**config.mk**
```make
export PLATFORM = sky130hd
export DESIGN_NAME = gpb_bank
export DESIGN_NICKNAME = d
export VERILOG_FILES = /design/src/hw/gpb_port.v /design/src/hw/gpb_bank.v
export VERILOG_INCLUDE_DIRS = /design/src /design/src/hw
export SDC_FILE = /design/constraint.sdc
export NUM_CORES = 1
export LEC_CHECK = 0
export BUFFER_PORTS_ARGS = -buffer_cell sky130_fd_sc_hd__buf_2
export CORE_AREA = 2 2 251 253
export CTS_BUF_LIST = sky130_fd_sc_hd__clkbuf_4
export DETAILED_ROUTE_END_ITERATION = 8
export DIE_AREA = 0 0 253 255
export GPL_TIMING_DRIVEN = 0
export HOLD_SLACK_MARGIN = 0.06
export PLACE_DENSITY = 0.74
export REMOVE_ABC_BUFFERS = 1
export SYNTH_ARGS = -nofsm -noshare
export SYNTH_HDL_FRONTEND = slang
export SYNTH_SLANG_ARGS = --single-unit
```
**constraint.sdc**
```tcl
create_clock -name clk -period 40.2 [get_ports clk]
set_input_delay 8.04 -clock clk [delete_from_list [all_inputs] [get_ports clk]]
set_output_delay 8.04 -clock clk [all_outputs]
set_load 0.03 [all_outputs]
```
**src/hw/gpb_regs.vh**
```
// constants for the general-purpose port bank
// What this block does
// - forty-eight bidirectional pins in three independent sixteen-pin port modules
// - each pin muxed with a peripheral; general-purpose function selected after power-up
// - after reset no output driver or input buffer is enabled
// - per-pin direction bit picks input or driven output
// - modify writes change only pins written with one
// - set register one drives pin output high
// - clear register one drives pin output low
// - toggle register one inverts pin output
// - fourth register writes the output level directly
// - status read returns sensed level of each pin; reads low unless gpio-owned with input buffer or driver on
// - mask set register ones enable interrupts, others unchanged
// - mask clear register ones disable interrupts, others unchanged
// - enabled input pin raises request on its sensitivity condition
// - enabled output pin raises interrupt when software changes its value
// - per-pin sensitivity bit chooses level or edge
// - per-pin edge bit chooses rising only or both edges
// - fourth lettered port has peripheral functions only, no general-purpose pins
// - variant without network controller: third port pins are general-purpose only
`ifndef GPB_REGS_VH
`define GPB_REGS_VH
`define GPB_PORT_WIDTH 16
`define GPB_NUM_PORTS 3
`define GPB_RST_ZERO 16'h0000
`define GPB_RST_MUX_GPIO 16'hffff
`define GPB_SENSE_LEVEL 1'b0
`define GPB_EDGE_RISE 1'b0
`define GPB_OP_NONE 3'h0
`define GPB_OP_SET 3'h1
`define GPB_OP_CLR 3'h2
`define GPB_OP_TGL 3'h3
`define GPB_OP_VAL 3'h4
`endif

```
**src/hw/gpb_port.v**
```verilog
// one sixteen-pin general-purpose port module
`timescale 1ns/1ns
`default_nettype none
`include "gpb_regs.vh"
module gpb_port #(
   parameter W = `GPB_PORT_WIDTH,
   parameter FORCE_GPIO = 0
) (
   input wire clk,
   input wire rst,
   input wire [2:0] out_op,
   input wire [W-1:0] out_data,
   input wire dir_we,
   input wire [W-1:0] dir_data,
   input wire inen_we,
   input wire [W-1:0] inen_data,
   input wire mux_we,
   input wire [W-1:0] mux_data,
   input wire [W-1:0] mask_set,
   input wire [W-1:0] mask_clr,
   input wire sense_we,
   input wire [W-1:0] sense_data,
   input wire edge_we,
   input wire [W-1:0] edge_data,
   input wire [W-1:0] irq_clr,
   input wire [W-1:0] pin_in,
   input wire [W-1:0] periph_out,
   input wire [W-1:0] periph_oe,
   output reg [W-1:0] pin_out,
   output reg [W-1:0] pin_oe,
   output reg [W-1:0] periph_in,
   output reg [W-1:0] status_r,
   output reg [W-1:0] dir_r,
   output reg [W-1:0] mask_r,
   output reg [W-1:0] pend_r,
   output reg irq_r
);
   reg [W-1:0] outv_r, outv_nxt, inen_r, mux_r, sense_r, edge_r;
   reg [W-1:0] meta_r, sync_r, prev_r, pend_nxt, req;
   reg [W-1:0] gmask;
   integer i;

   // general-purpose ownership; variant without network controller pins it to gpio
   always @* begin
      gmask = FORCE_GPIO ? {W{1'b1}} : mux_r;
   end

   // output value: set, clear and toggle change ones and hold zeros; value op loads every bit
   always @* begin
      outv_nxt = outv_r;
      case (out_op)
         `GPB_OP_SET: outv_nxt = outv_r | out_data;
         `GPB_OP_CLR: outv_nxt = outv_r & ~out_data;
         `GPB_OP_TGL: outv_nxt = outv_r ^ out_data;
         `GPB_OP_VAL: outv_nxt = out_data;
         default: outv_nxt = outv_r;
      endcase
   end

   // control registers; all zero out of reset except the mux, which selects gpio
   always @(posedge clk or posedge rst) begin
      if (rst) begin
         outv_r <= `GPB_RST_ZERO;
         dir_r <= `GPB_RST_ZERO;
         inen_r <= `GPB_RST_ZERO;
         mux_r <= `GPB_RST_MUX_GPIO;
         mask_r <= `GPB_RST_ZERO;
         sense_r <= `GPB_RST_ZERO;
         edge_r <= `GPB_RST_ZERO;
      end else begin
         outv_r <= outv_nxt;
         if (dir_we) dir_r <= dir_data;
         if (inen_we) inen_r <= inen_data;
         if (mux_we) mux_r <= mux_data;
         mask_r <= (mask_r | mask_set) & ~mask_clr;
         if (sense_we) sense_r <= sense_data;
         if (edge_we) edge_r <= edge_data;
      end
   end

   // request per pin: inputs by sensitivity, outputs on software change
   // edges count only while the input buffer is on, so opening it is no edge
   always @* begin
      for (i = 0; i < W; i = i + 1) begin
         if (dir_r[i])
            req[i] = outv_nxt[i] != outv_r[i];
         else if (sense_r[i] == `GPB_SENSE_LEVEL)
            req[i] = 1'b0;
         else if (edge_r[i] == `GPB_EDGE_RISE)
            req[i] = inen_r[i] & sync_r[i] & ~prev_r[i];
         else
            req[i] = inen_r[i] & (sync_r[i] ^ prev_r[i]);
      end
      // set wins over clear for latched edges
      pend_nxt = ((pend_r & ~irq_clr) | req) & gmask;
      for (i = 0; i < W; i = i + 1) begin
         if (!dir_r[i] && sense_r[i] == `GPB_SENSE_LEVEL)
            pend_nxt[i] = sync_r[i] & inen_r[i] & gmask[i];
      end
   end

   // pin sync, status, pending and pad drive
   always @(posedge clk or posedge rst) begin
      if (rst) begin
         meta_r <= `GPB_RST_ZERO;
         sync_r <= `GPB_RST_ZERO;
         prev_r <= `GPB_RST_ZERO;
         status_r <= `GPB_RST_ZERO;
         pend_r <= `GPB_RST_ZERO;
         irq_r <= 1'b0;
         pin_out <= `GPB_RST_ZERO;
         pin_oe <= `GPB_RST_ZERO;
         periph_in <= `GPB_RST_ZERO;
      end else begin
         // sync runs freely so the edge history is settled before the buffer opens
         meta_r <= pin_in;
         sync_r <= meta_r;
         prev_r <= sync_r;
         // buffer gating: an unconfigured gpio pin reads low
         status_r <= sync_r & (inen_r | dir_r) & gmask;
         pend_r <= pend_nxt;
         irq_r <= |(pend_nxt & mask_r);
         pin_out <= (outv_nxt & gmask) | (periph_out & ~gmask);
         pin_oe <= (dir_r & gmask) | (periph_oe & ~gmask);
         periph_in <= sync_r & ~gmask;
      end
   end
endmodule // gpb_port
`default_nettype wire

```
**src/hw/gpb_bank.v**
```verilog
// three-port general-purpose pin bank top
`timescale 1ns/1ns
`default_nettype none
`include "gpb_regs.vh"
module gpb_bank #(
   parameter W = `GPB_PORT_WIDTH,
   parameter NO_NET_CTRL = 0
) (
   input wire clk,
   input wire rst,
   input wire [1:0] port_sel,
   input wire [2:0] out_op,
   input wire [W-1:0] out_data,
   input wire dir_we,
   input wire [W-1:0] dir_data,
   input wire inen_we,
   input wire [W-1:0] inen_data,
   input wire mux_we,
   input wire [W-1:0] mux_data,
   input wire [W-1:0] mask_set,
   input wire [W-1:0] mask_clr,
   input wire sense_we,
   input wire [W-1:0] sense_data,
   input wire edge_we,
   input wire [W-1:0] edge_data,
   input wire [W-1:0] irq_clr,
   input wire [3*W-1:0] pin_in,
   input wire [3*W-1:0] periph_out,
   input wire [3*W-1:0] periph_oe,
   output wire [3*W-1:0] pin_out,
   output wire [3*W-1:0] pin_oe,
   output wire [3*W-1:0] periph_in,
   output wire [3*W-1:0] pin_status,
   output wire [3*W-1:0] dir_state,
   output wire [3*W-1:0] mask_state,
   output wire [3*W-1:0] irq_pending,
   output wire [2:0] irq
);
   // decode of the selected port, used by every strobe
   function sel_hit;
      input [1:0] sel;
      input [1:0] idx;
      begin
         sel_hit = sel == idx;
      end
   endfunction

   // three independent modules; the fourth select value reaches no gpio
   genvar p;
   generate
      for (p = 0; p < `GPB_NUM_PORTS; p = p + 1) begin : g_port
         localparam integer PI = p;
         wire hit;
         assign hit = sel_hit(port_sel, PI[1:0]);
         gpb_port #(.W(W), .FORCE_GPIO((p == 2) && NO_NET_CTRL)) u_port (
            .clk(clk),
            .rst(rst),
            .out_op(hit ? out_op : `GPB_OP_NONE),
            .out_data(out_data),
            .dir_we(hit & dir_we),
            .dir_data(dir_data),
            .inen_we(hit & inen_we),
            .inen_data(inen_data),
            .mux_we(hit & mux_we),
            .mux_data(mux_data),
            .mask_set(hit ? mask_set : `GPB_RST_ZERO),
            .mask_clr(hit ? mask_clr : `GPB_RST_ZERO),
            .sense_we(hit & sense_we),
            .sense_data(sense_data),
            .edge_we(hit & edge_we),
            .edge_data(edge_data),
            .irq_clr(hit ? irq_clr : `GPB_RST_ZERO),
            .pin_in(pin_in[p*W +: W]),
            .periph_out(periph_out[p*W +: W]),
            .periph_oe(periph_oe[p*W +: W]),
            .pin_out(pin_out[p*W +: W]),
            .pin_oe(pin_oe[p*W +: W]),
            .periph_in(periph_in[p*W +: W]),
            .status_r(pin_status[p*W +: W]),
            .dir_r(dir_state[p*W +: W]),
            .mask_r(mask_state[p*W +: W]),
            .pend_r(irq_pending[p*W +: W]),
            .irq_r(irq[p])
         );
      end
   endgenerate
endmodule // gpb_bank
`default_nettype wire

```
==> out/metrics.yaml, run 1 <==
status:
  status: "complete, but fails checks"
  violations: "max-capacitance violations"
drt:
  firstDrtPassIters: 8
  drt_iter0_drc: 2571
  wl_per_cell_um: 27.4
  totalWireLength_um: 118000
  viasPerCell: 6.07
  drc_errors: 0
  ant_nets: 0
  num_vias: 26100
power_and_ir_drop:
  p_per_area_nw_per_um2: 55.6
  power_frac_comb_pct: 24.5
  leakagePower_nw: 18.6
  max-vdd-ir-drop_mv: 0.0343
  seq_power_share_pct: 45.3
  p_clk_share_pct: 30.2
  switching_share_pct: 35.9
  internal-power_w: 0.00137
  power.switching_w: 0.000766
sta:
  period_needed_ns: 11.55
  tightest_slew_ns: 1.49
  hold_violations: 0
  fin_worst_skew_ns: 0.0549
  finalCritPeriodShare_pct: 28.7
  setup_viol: 0
  maxSlewViolCount: 0
  slew_headroom_pct: 0.101
  grt_setup_unrepaired: "false"
  fmax_mhz: 86.6
  final.setup.tns_ns: 0
  setup_ws_ns: 28.65
global_routing:
  grt_pass1_vias: 26500
  grt_overflow_total: 0
  grt_max_degree: 136
  antenna_found_initial: 27
  grt_first_pass_wirelength_um: 169000
  grtUsageTotal_pct: 36.2
min_path:
  hp-class: "reg -> reg"
  whs_path_depth: 0
  hp-start: "g_port[0].u_port.meta_r[6]"
  min_to: "g_port[0].u_port.sync_r[6]"
final_layout:
  fin_nets: 3735
  instances_no_fill: 4308
  fin_util_pct: 61.8
  fill_cells: 4919
  final_layout_size_suffix_gt1_share_pct: 39.6
  layout-area-overhead-vs-synth_pct: 20.7
  final_cell_area_sq_um: 38400
clock_network:
  clkSinkCount: 723
  numCtsBuffers: 184
  cts_resized: 0
  clock-root-buffer: "clkbuf_4"
  clk_pin_slew_ns: 0.07
  hold_buffers: 0
  clock_path_buffers: 3
  post_cts_buffers: 0
  tritoncts: "yes"
  clk_latency_ns: 1.07
  h-tree-depth: 4
yosys:
  ys.warnings.count: 0
  synth_top_area_share_pct: 53.1
  synthArstFlopShare_pct: 100
  syn_inst: 2615
  ys_seq_area_share_pct: 57.0
  synthTopCellsByArea: "dfrtp_1 53%, mux2_2 12%, dfstp_2 4.0%"
  synth_edf_count: 0
  synthFlopType: "dfrtp_1"
  avgSynthCellArea_sq_um: 12.2
  synthesis.area_sq_um: 31800
  synth_top_cell_by_area: "dfrtp_1"
  ys_types: 81
  yosys_register_bits: 723
setup_path:
  path_max_fanout: 38
  timing.rr.start: "g_port[1].u_port.sync_r[12]"
  reg2reg_to: "g_port[1].u_port.irq_r"
  critPathKind: "in -> reg"
  cp.arrival_ns: 12.42
  r2r_slack_ns: 36.48
  worstSetupStartpointType: "input port"
  required_ns: 41.06
  crit_path_end_kind: "flip-flop"
  rr_worst_depth: 7
die:
  dieArea_sq_um: 64500
  ioPinCount: 639
  die_x_um: 253
  core_sq_um: 62200
  die_h_um: 255
  num_rows: 92
  floorplan.initialDensity_pct: 51.2
place:
  post_dp_cell_area_sq_um: 36000
  port_buffers: 638
  hpwl_um: 84800
  dp.cells: 3952
  gp_congestion: 0.893
  dp_slack_ns: 27.49
flow_run:
  max_cap_viol_count: 1
==> placed cells by master (no fill, tap or decap), types with 12 or more instances in the layout <==
cell type,instances
a211o_1,20
a211oi_1,19
a21boi_0,27
a21o_1,14
a21oi_1,186
a31oi_1,23
and2_1,12
and3_1,15
and3b_1,17
and4b_1,20
buf_2,638
clkbuf_4,282
clkinv_1,35
dfrtp_1,675
dfstp_2,48
diode_2,22
ha_1,96
inv_1,93
mux2_2,342
mux2i_1,27
nand2_1,131
nand2b_1,31
nand3_1,59
nand3b_1,27
nand4_1,20
nor2_1,90
nor2b_1,92
nor3_1,15
o211a_1,58
o211ai_1,13
o21ai_0,96
o22ai_1,23
xnor2_1,19
==> power by group through the flow <==
stage               Clock [W]  Combinational, W  Sequential [W]
CTS                  0.000654          0.000521        0.000963
finish               0.000646          0.000523        0.000968
floorplan                   0          0.000210         0.00106
global placement            0          0.000500        0.000972
global route         0.000694          0.000555        0.000980
detailed placement          0          0.000519        0.000975
==> worst max path at each step <==
stage / from / end / slack (ns) / depth (start not counted)
floorplan: rst / g_port[0].u_port.dir_r[0] / 11.96 / 1
global placement: rst / g_port[0].u_port.periph_in[8] / 5.24 / 2
detailed placement: port_sel[0] / g_port[1].u_port.irq_r / 27.49 / 9
CTS: port_sel[0] / g_port[1].u_port.irq_r / 28.62 / 9
global route: port_sel[0] / g_port[1].u_port.irq_r / 28.54 / 9
finish: port_sel[0] / g_port[1].u_port.irq_r / 28.65 / 9
==> metal layers <==
| layer | track usage (%) | vias to the layer above | wire, um |
|---|---|---|---|
| met4 | 23.6 | 14 | 7370 |
| met5 | 0 | - | 106 |
| met1 | 43.8 | 13100 | 44200 |
| met2 | 57.2 | 1556 | 55400 |
| met3 | 10.2 | 429 | 11200 |
| li1 | - | 11000 | - |
==> critical path, stage by stage <==
cell and delay (ns):
buf_2 0.66, and2b_4 0.59, buf_16 0.33, a211oi_1 0.22, or4_1 0.68, a2111oi_0 0.92, nand4_1 0.28, a221oi_1 0.46
nand4_1 0.17
==> final cells by class <==
type                            instances  area, sq um  area share [%]
Inverter                               95          364           0.948
Sequential cell                       723        18200            47.2
Antenna cell                           22         55.1           0.143
Multi-Input combinational cell       1681        12900            33.6
Tap cell                              799         1000            2.60
Timing Repair Buffer                  654         3540            9.22
Clock buffer                          282         2120            5.51
Clock inverter                         52          289           0.752
==> kinds of logic after synthesis <==
kind of cell,count (synthesis),share of synthesized area (%)
multiplexers,369,12.9
XOR/XNOR,19,0.523
flip-flops,723,57.0
AND/OR/NAND/NOR,610,10.7
adder cells (fa/ha/maj),96,3.77
buffers and inverters,211,2.63
AO/OA/AOI/OAI,587,12.4
==> cell usage after synthesis (6+ instances only) <==
cell,count
a2111oi_0,6
a211o_1,20
a211oi_1,19
a21boi_0,27
a21o_1,14
a21oi_1,186
a221oi_1,6
a2bb2oi_1,6
a311oi_1,6
a31oi_1,23
a32oi_1,7
and2_1,17
and3_1,15
and3b_1,17
and4b_1,20
buf_1,11
buf_2,20
clkbuf_1,80
dfrtp_1,675
dfstp_2,48
ha_1,96
inv_1,94
mux2_2,342
mux2i_1,27
nand2_1,140
nand2b_1,31
nand3_1,60
nand3b_1,27
nand4_1,20
nand4b_1,7
nor2_1,91
nor2b_1,94
nor3_1,15
nor3b_1,9
nor4_1,9
o211a_1,58
o211ai_1,13
o21a_1,8
o21ai_0,96
o22ai_1,23
o2bb2ai_1,6
o31a_1,9
o32ai_1,9
or3b_1,6
xnor2_1,19
==> per-stage QoR <==
step | total power, W | hold slack (ns)
floorplan | 0.00127 | 0.331
global placement | 0.00147 | 0.333
detailed placement | 0.00149 | 0.335
CTS | 0.00214 | 0.315
global route | 0.00223 | 0.342
finish | 0.00214 | 0.313
(Power assumes the default switching activity.)
==> run 2: changes to the inputs <==
- CORE_AREA: 2 2 251 253 -> 2 2 247 249
- DIE_AREA: 0 0 253 255 -> 0 0 249 251
- PLACE_DENSITY: 0.74 -> 0.76
- clock period: 40.2 -> 11.5 ns (I/O delays scaled with it)
==> run 2 against run 1 <==
The flow still finishes with violations (max-capacitance violations). Non-clock buffer count decreased by 1. Power increased to 3.5 times the previous value. Routed wire length decreased by 1.4%. Register-to-register slack got worse by 29 ns. Hold slack improved by 0.017 ns. Cell area about the same. Global-route usage increased by 0.81 points. Cell count decreased by 0.35%. Clock skew decreased by 0.0059 ns. Flip-flop and latch count unchanged. Setup slack got worse by 23 ns.
==> out/metrics.yaml, run 2 (same netlist as run 1, synthesis figures left out) <==
global_routing:
  grtUsageTotal_pct: 37.0
  grt_first_pass_wirelength_um: 169000
  grt_overflow_total: 0
  grt_max_degree: 134
  grt_pass1_vias: 26600
  antenna_found_initial: 27
setup_path:
  worstSetupStartpointType: "input port"
  crit_path_end_kind: "flip-flop"
  required_ns: 12.41
  reg2reg_to: "g_port[1].u_port.irq_r"
  r2r_slack_ns: 7.91
  cp.arrival_ns: 6.63
  rr_worst_depth: 7
  critPathKind: "in -> reg"
  cpMostUsedCell: "nand4_1"
  critPathMaxStageDelay_ns: 0.94
  path_cells: "buf_2, and2b_4, buf_16, a211oi_1, or4_1, a2111oi_0, nand4_1, a221oi_1, nand4_1"
  crit_slowest_cell: "a2111oi_0"
  path_max_fanout: 42
  timing.rr.start: "g_port[1].u_port.dir_r[9]"
drt:
  ant_nets: 0
  firstDrtPassIters: 6
  wl_per_cell_um: 27.2
  viasPerCell: 6.07
  num_vias: 26100
  drt_iter0_drc: 2419
  totalWireLength_um: 117000
  drc_errors: 0
status:
  violations: "max-capacitance violations"
  status: "complete, but fails checks"
clock_network:
  post_cts_buffers: 0
  clock-root-buffer: "clkbuf_4"
  clk_pin_slew_ns: 0.07
  clkSinkCount: 723
  h-tree-depth: 4
  hold_buffers: 0
  clock_path_buffers: 3
  numCtsBuffers: 184
  cts_resized: 0
  clk_latency_ns: 1.08
  tritoncts: "yes"
power_and_ir_drop:
  p_per_area_nw_per_um2: 195
  leakagePower_nw: 18.6
  max-vdd-ir-drop_mv: 0.130
  power.total_w: 0.00749
final_layout:
  layout_common_cells: "675 x dfrtp_1, 638 x buf_2, 342 x mux2_2"
  final_common_cell: "dfrtp_1"
  final_layout_size_suffix_gt1_share_pct: 39.6
  layout-area-overhead-vs-synth_pct: 20.8
  fin_nets: 3734
  instances_no_fill: 4293
sta:
  fin_hold_ws_ns: 0.330
  hold_violations: 0
  period_needed_ns: 5.72
  fmax_mhz: 175
  tightest_slew_ns: 1.49
  maxSlewViolCount: 0
  fin_worst_skew_ns: 0.0490
  finalCritPeriodShare_pct: 49.8
  final.setup.tns_ns: 0
  grt_setup_unrepaired: "false"
  setup_viol: 0
  slew_headroom_pct: 0.264
die:
  die_x_um: 249
  die_h_um: 251
  core_sq_um: 59800
  dieArea_sq_um: 62500
  floorplan.initialDensity_pct: 53.2
  num_rows: 90
  ioPinCount: 639
min_path:
  hp-class: "reg -> reg"
  whs_path_depth: 0
  hp-start: "g_port[2].u_port.meta_r[3]"
  min_to: "g_port[2].u_port.sync_r[3]"
place:
  gp_congestion: 0.916
  dp.cells: 3934
  port_buffers: 638
  hpwl_um: 83300
flow_run:
  max_cap_viol_count: 1
run 2: metrics by stage:
stage | setup slack [ns] | area, sq um | util, %
global route | 5.89 | 38400 | 64.3
detailed placement | 4.91 | 36000 | 60.1
CTS | 6.01 | 38400 | 64.2
floorplan | -11.00 | 31400 | -
finish | 5.78 | 38500 | 64.3
global placement | -17.74 | 35500 | 59.4
run 2: layout make-up:
| cell class | instances | area (sq um) |
|---|---|---|
| fill | 4579 | 21300 |
| sequential | 723 | 18200 |
| multi-input combinational | 1681 | 12900 |
| timing repair buffer | 653 | 3550 |
| clock buffer | 284 | 2130 |
| tap | 782 | 978 |
| inverter | 95 | 364 |
| clock inverter | 51 | 313 |
| antenna | 24 | 60.1 |
run 2: where the power goes:
part / switching [W] / internal (W)
Combinational: 0.00117 / 0.000654
Sequential: 0.000402 / 0.00297
Clock: 0.00110 / 0.00120
run 2: worst max-delay path by stage:
stage | startpoint | end | slack (ns) | cells after the start
floorplan | rst | g_port[0].u_port.dir_r[0] | -11.00 | 1
global placement | rst | g_port[0].u_port.pin_oe[8] | -17.74 | 2
detailed placement | port_sel[1] | g_port[2].u_port.irq_r | 4.91 | 9
CTS | port_sel[1] | g_port[2].u_port.irq_r | 6.01 | 9
global route | port_sel[1] | g_port[2].u_port.irq_r | 5.89 | 9
finish | port_sel[0] | g_port[1].u_port.irq_r | 5.78 | 9
run 2: metal layers:
layer | vias to the layer above | global-route usage (%) | wire length, um
li1 | 11100 | - | -
met1 | 13100 | 45.2 | 43900
met2 | 1546 | 59.4 | 55100
met3 | 342 | 10.3 | 11100
met4 | 14 | 21.4 | 6350
met5 | - | 0 | 97
run 2: critical path, delay by kind of cell:
family	cells	cell delay (ns)
AND/OR/NAND/NOR	4	1.73
buffers and inverters	2	0.98
AO/OA/AOI/OAI	3	1.56
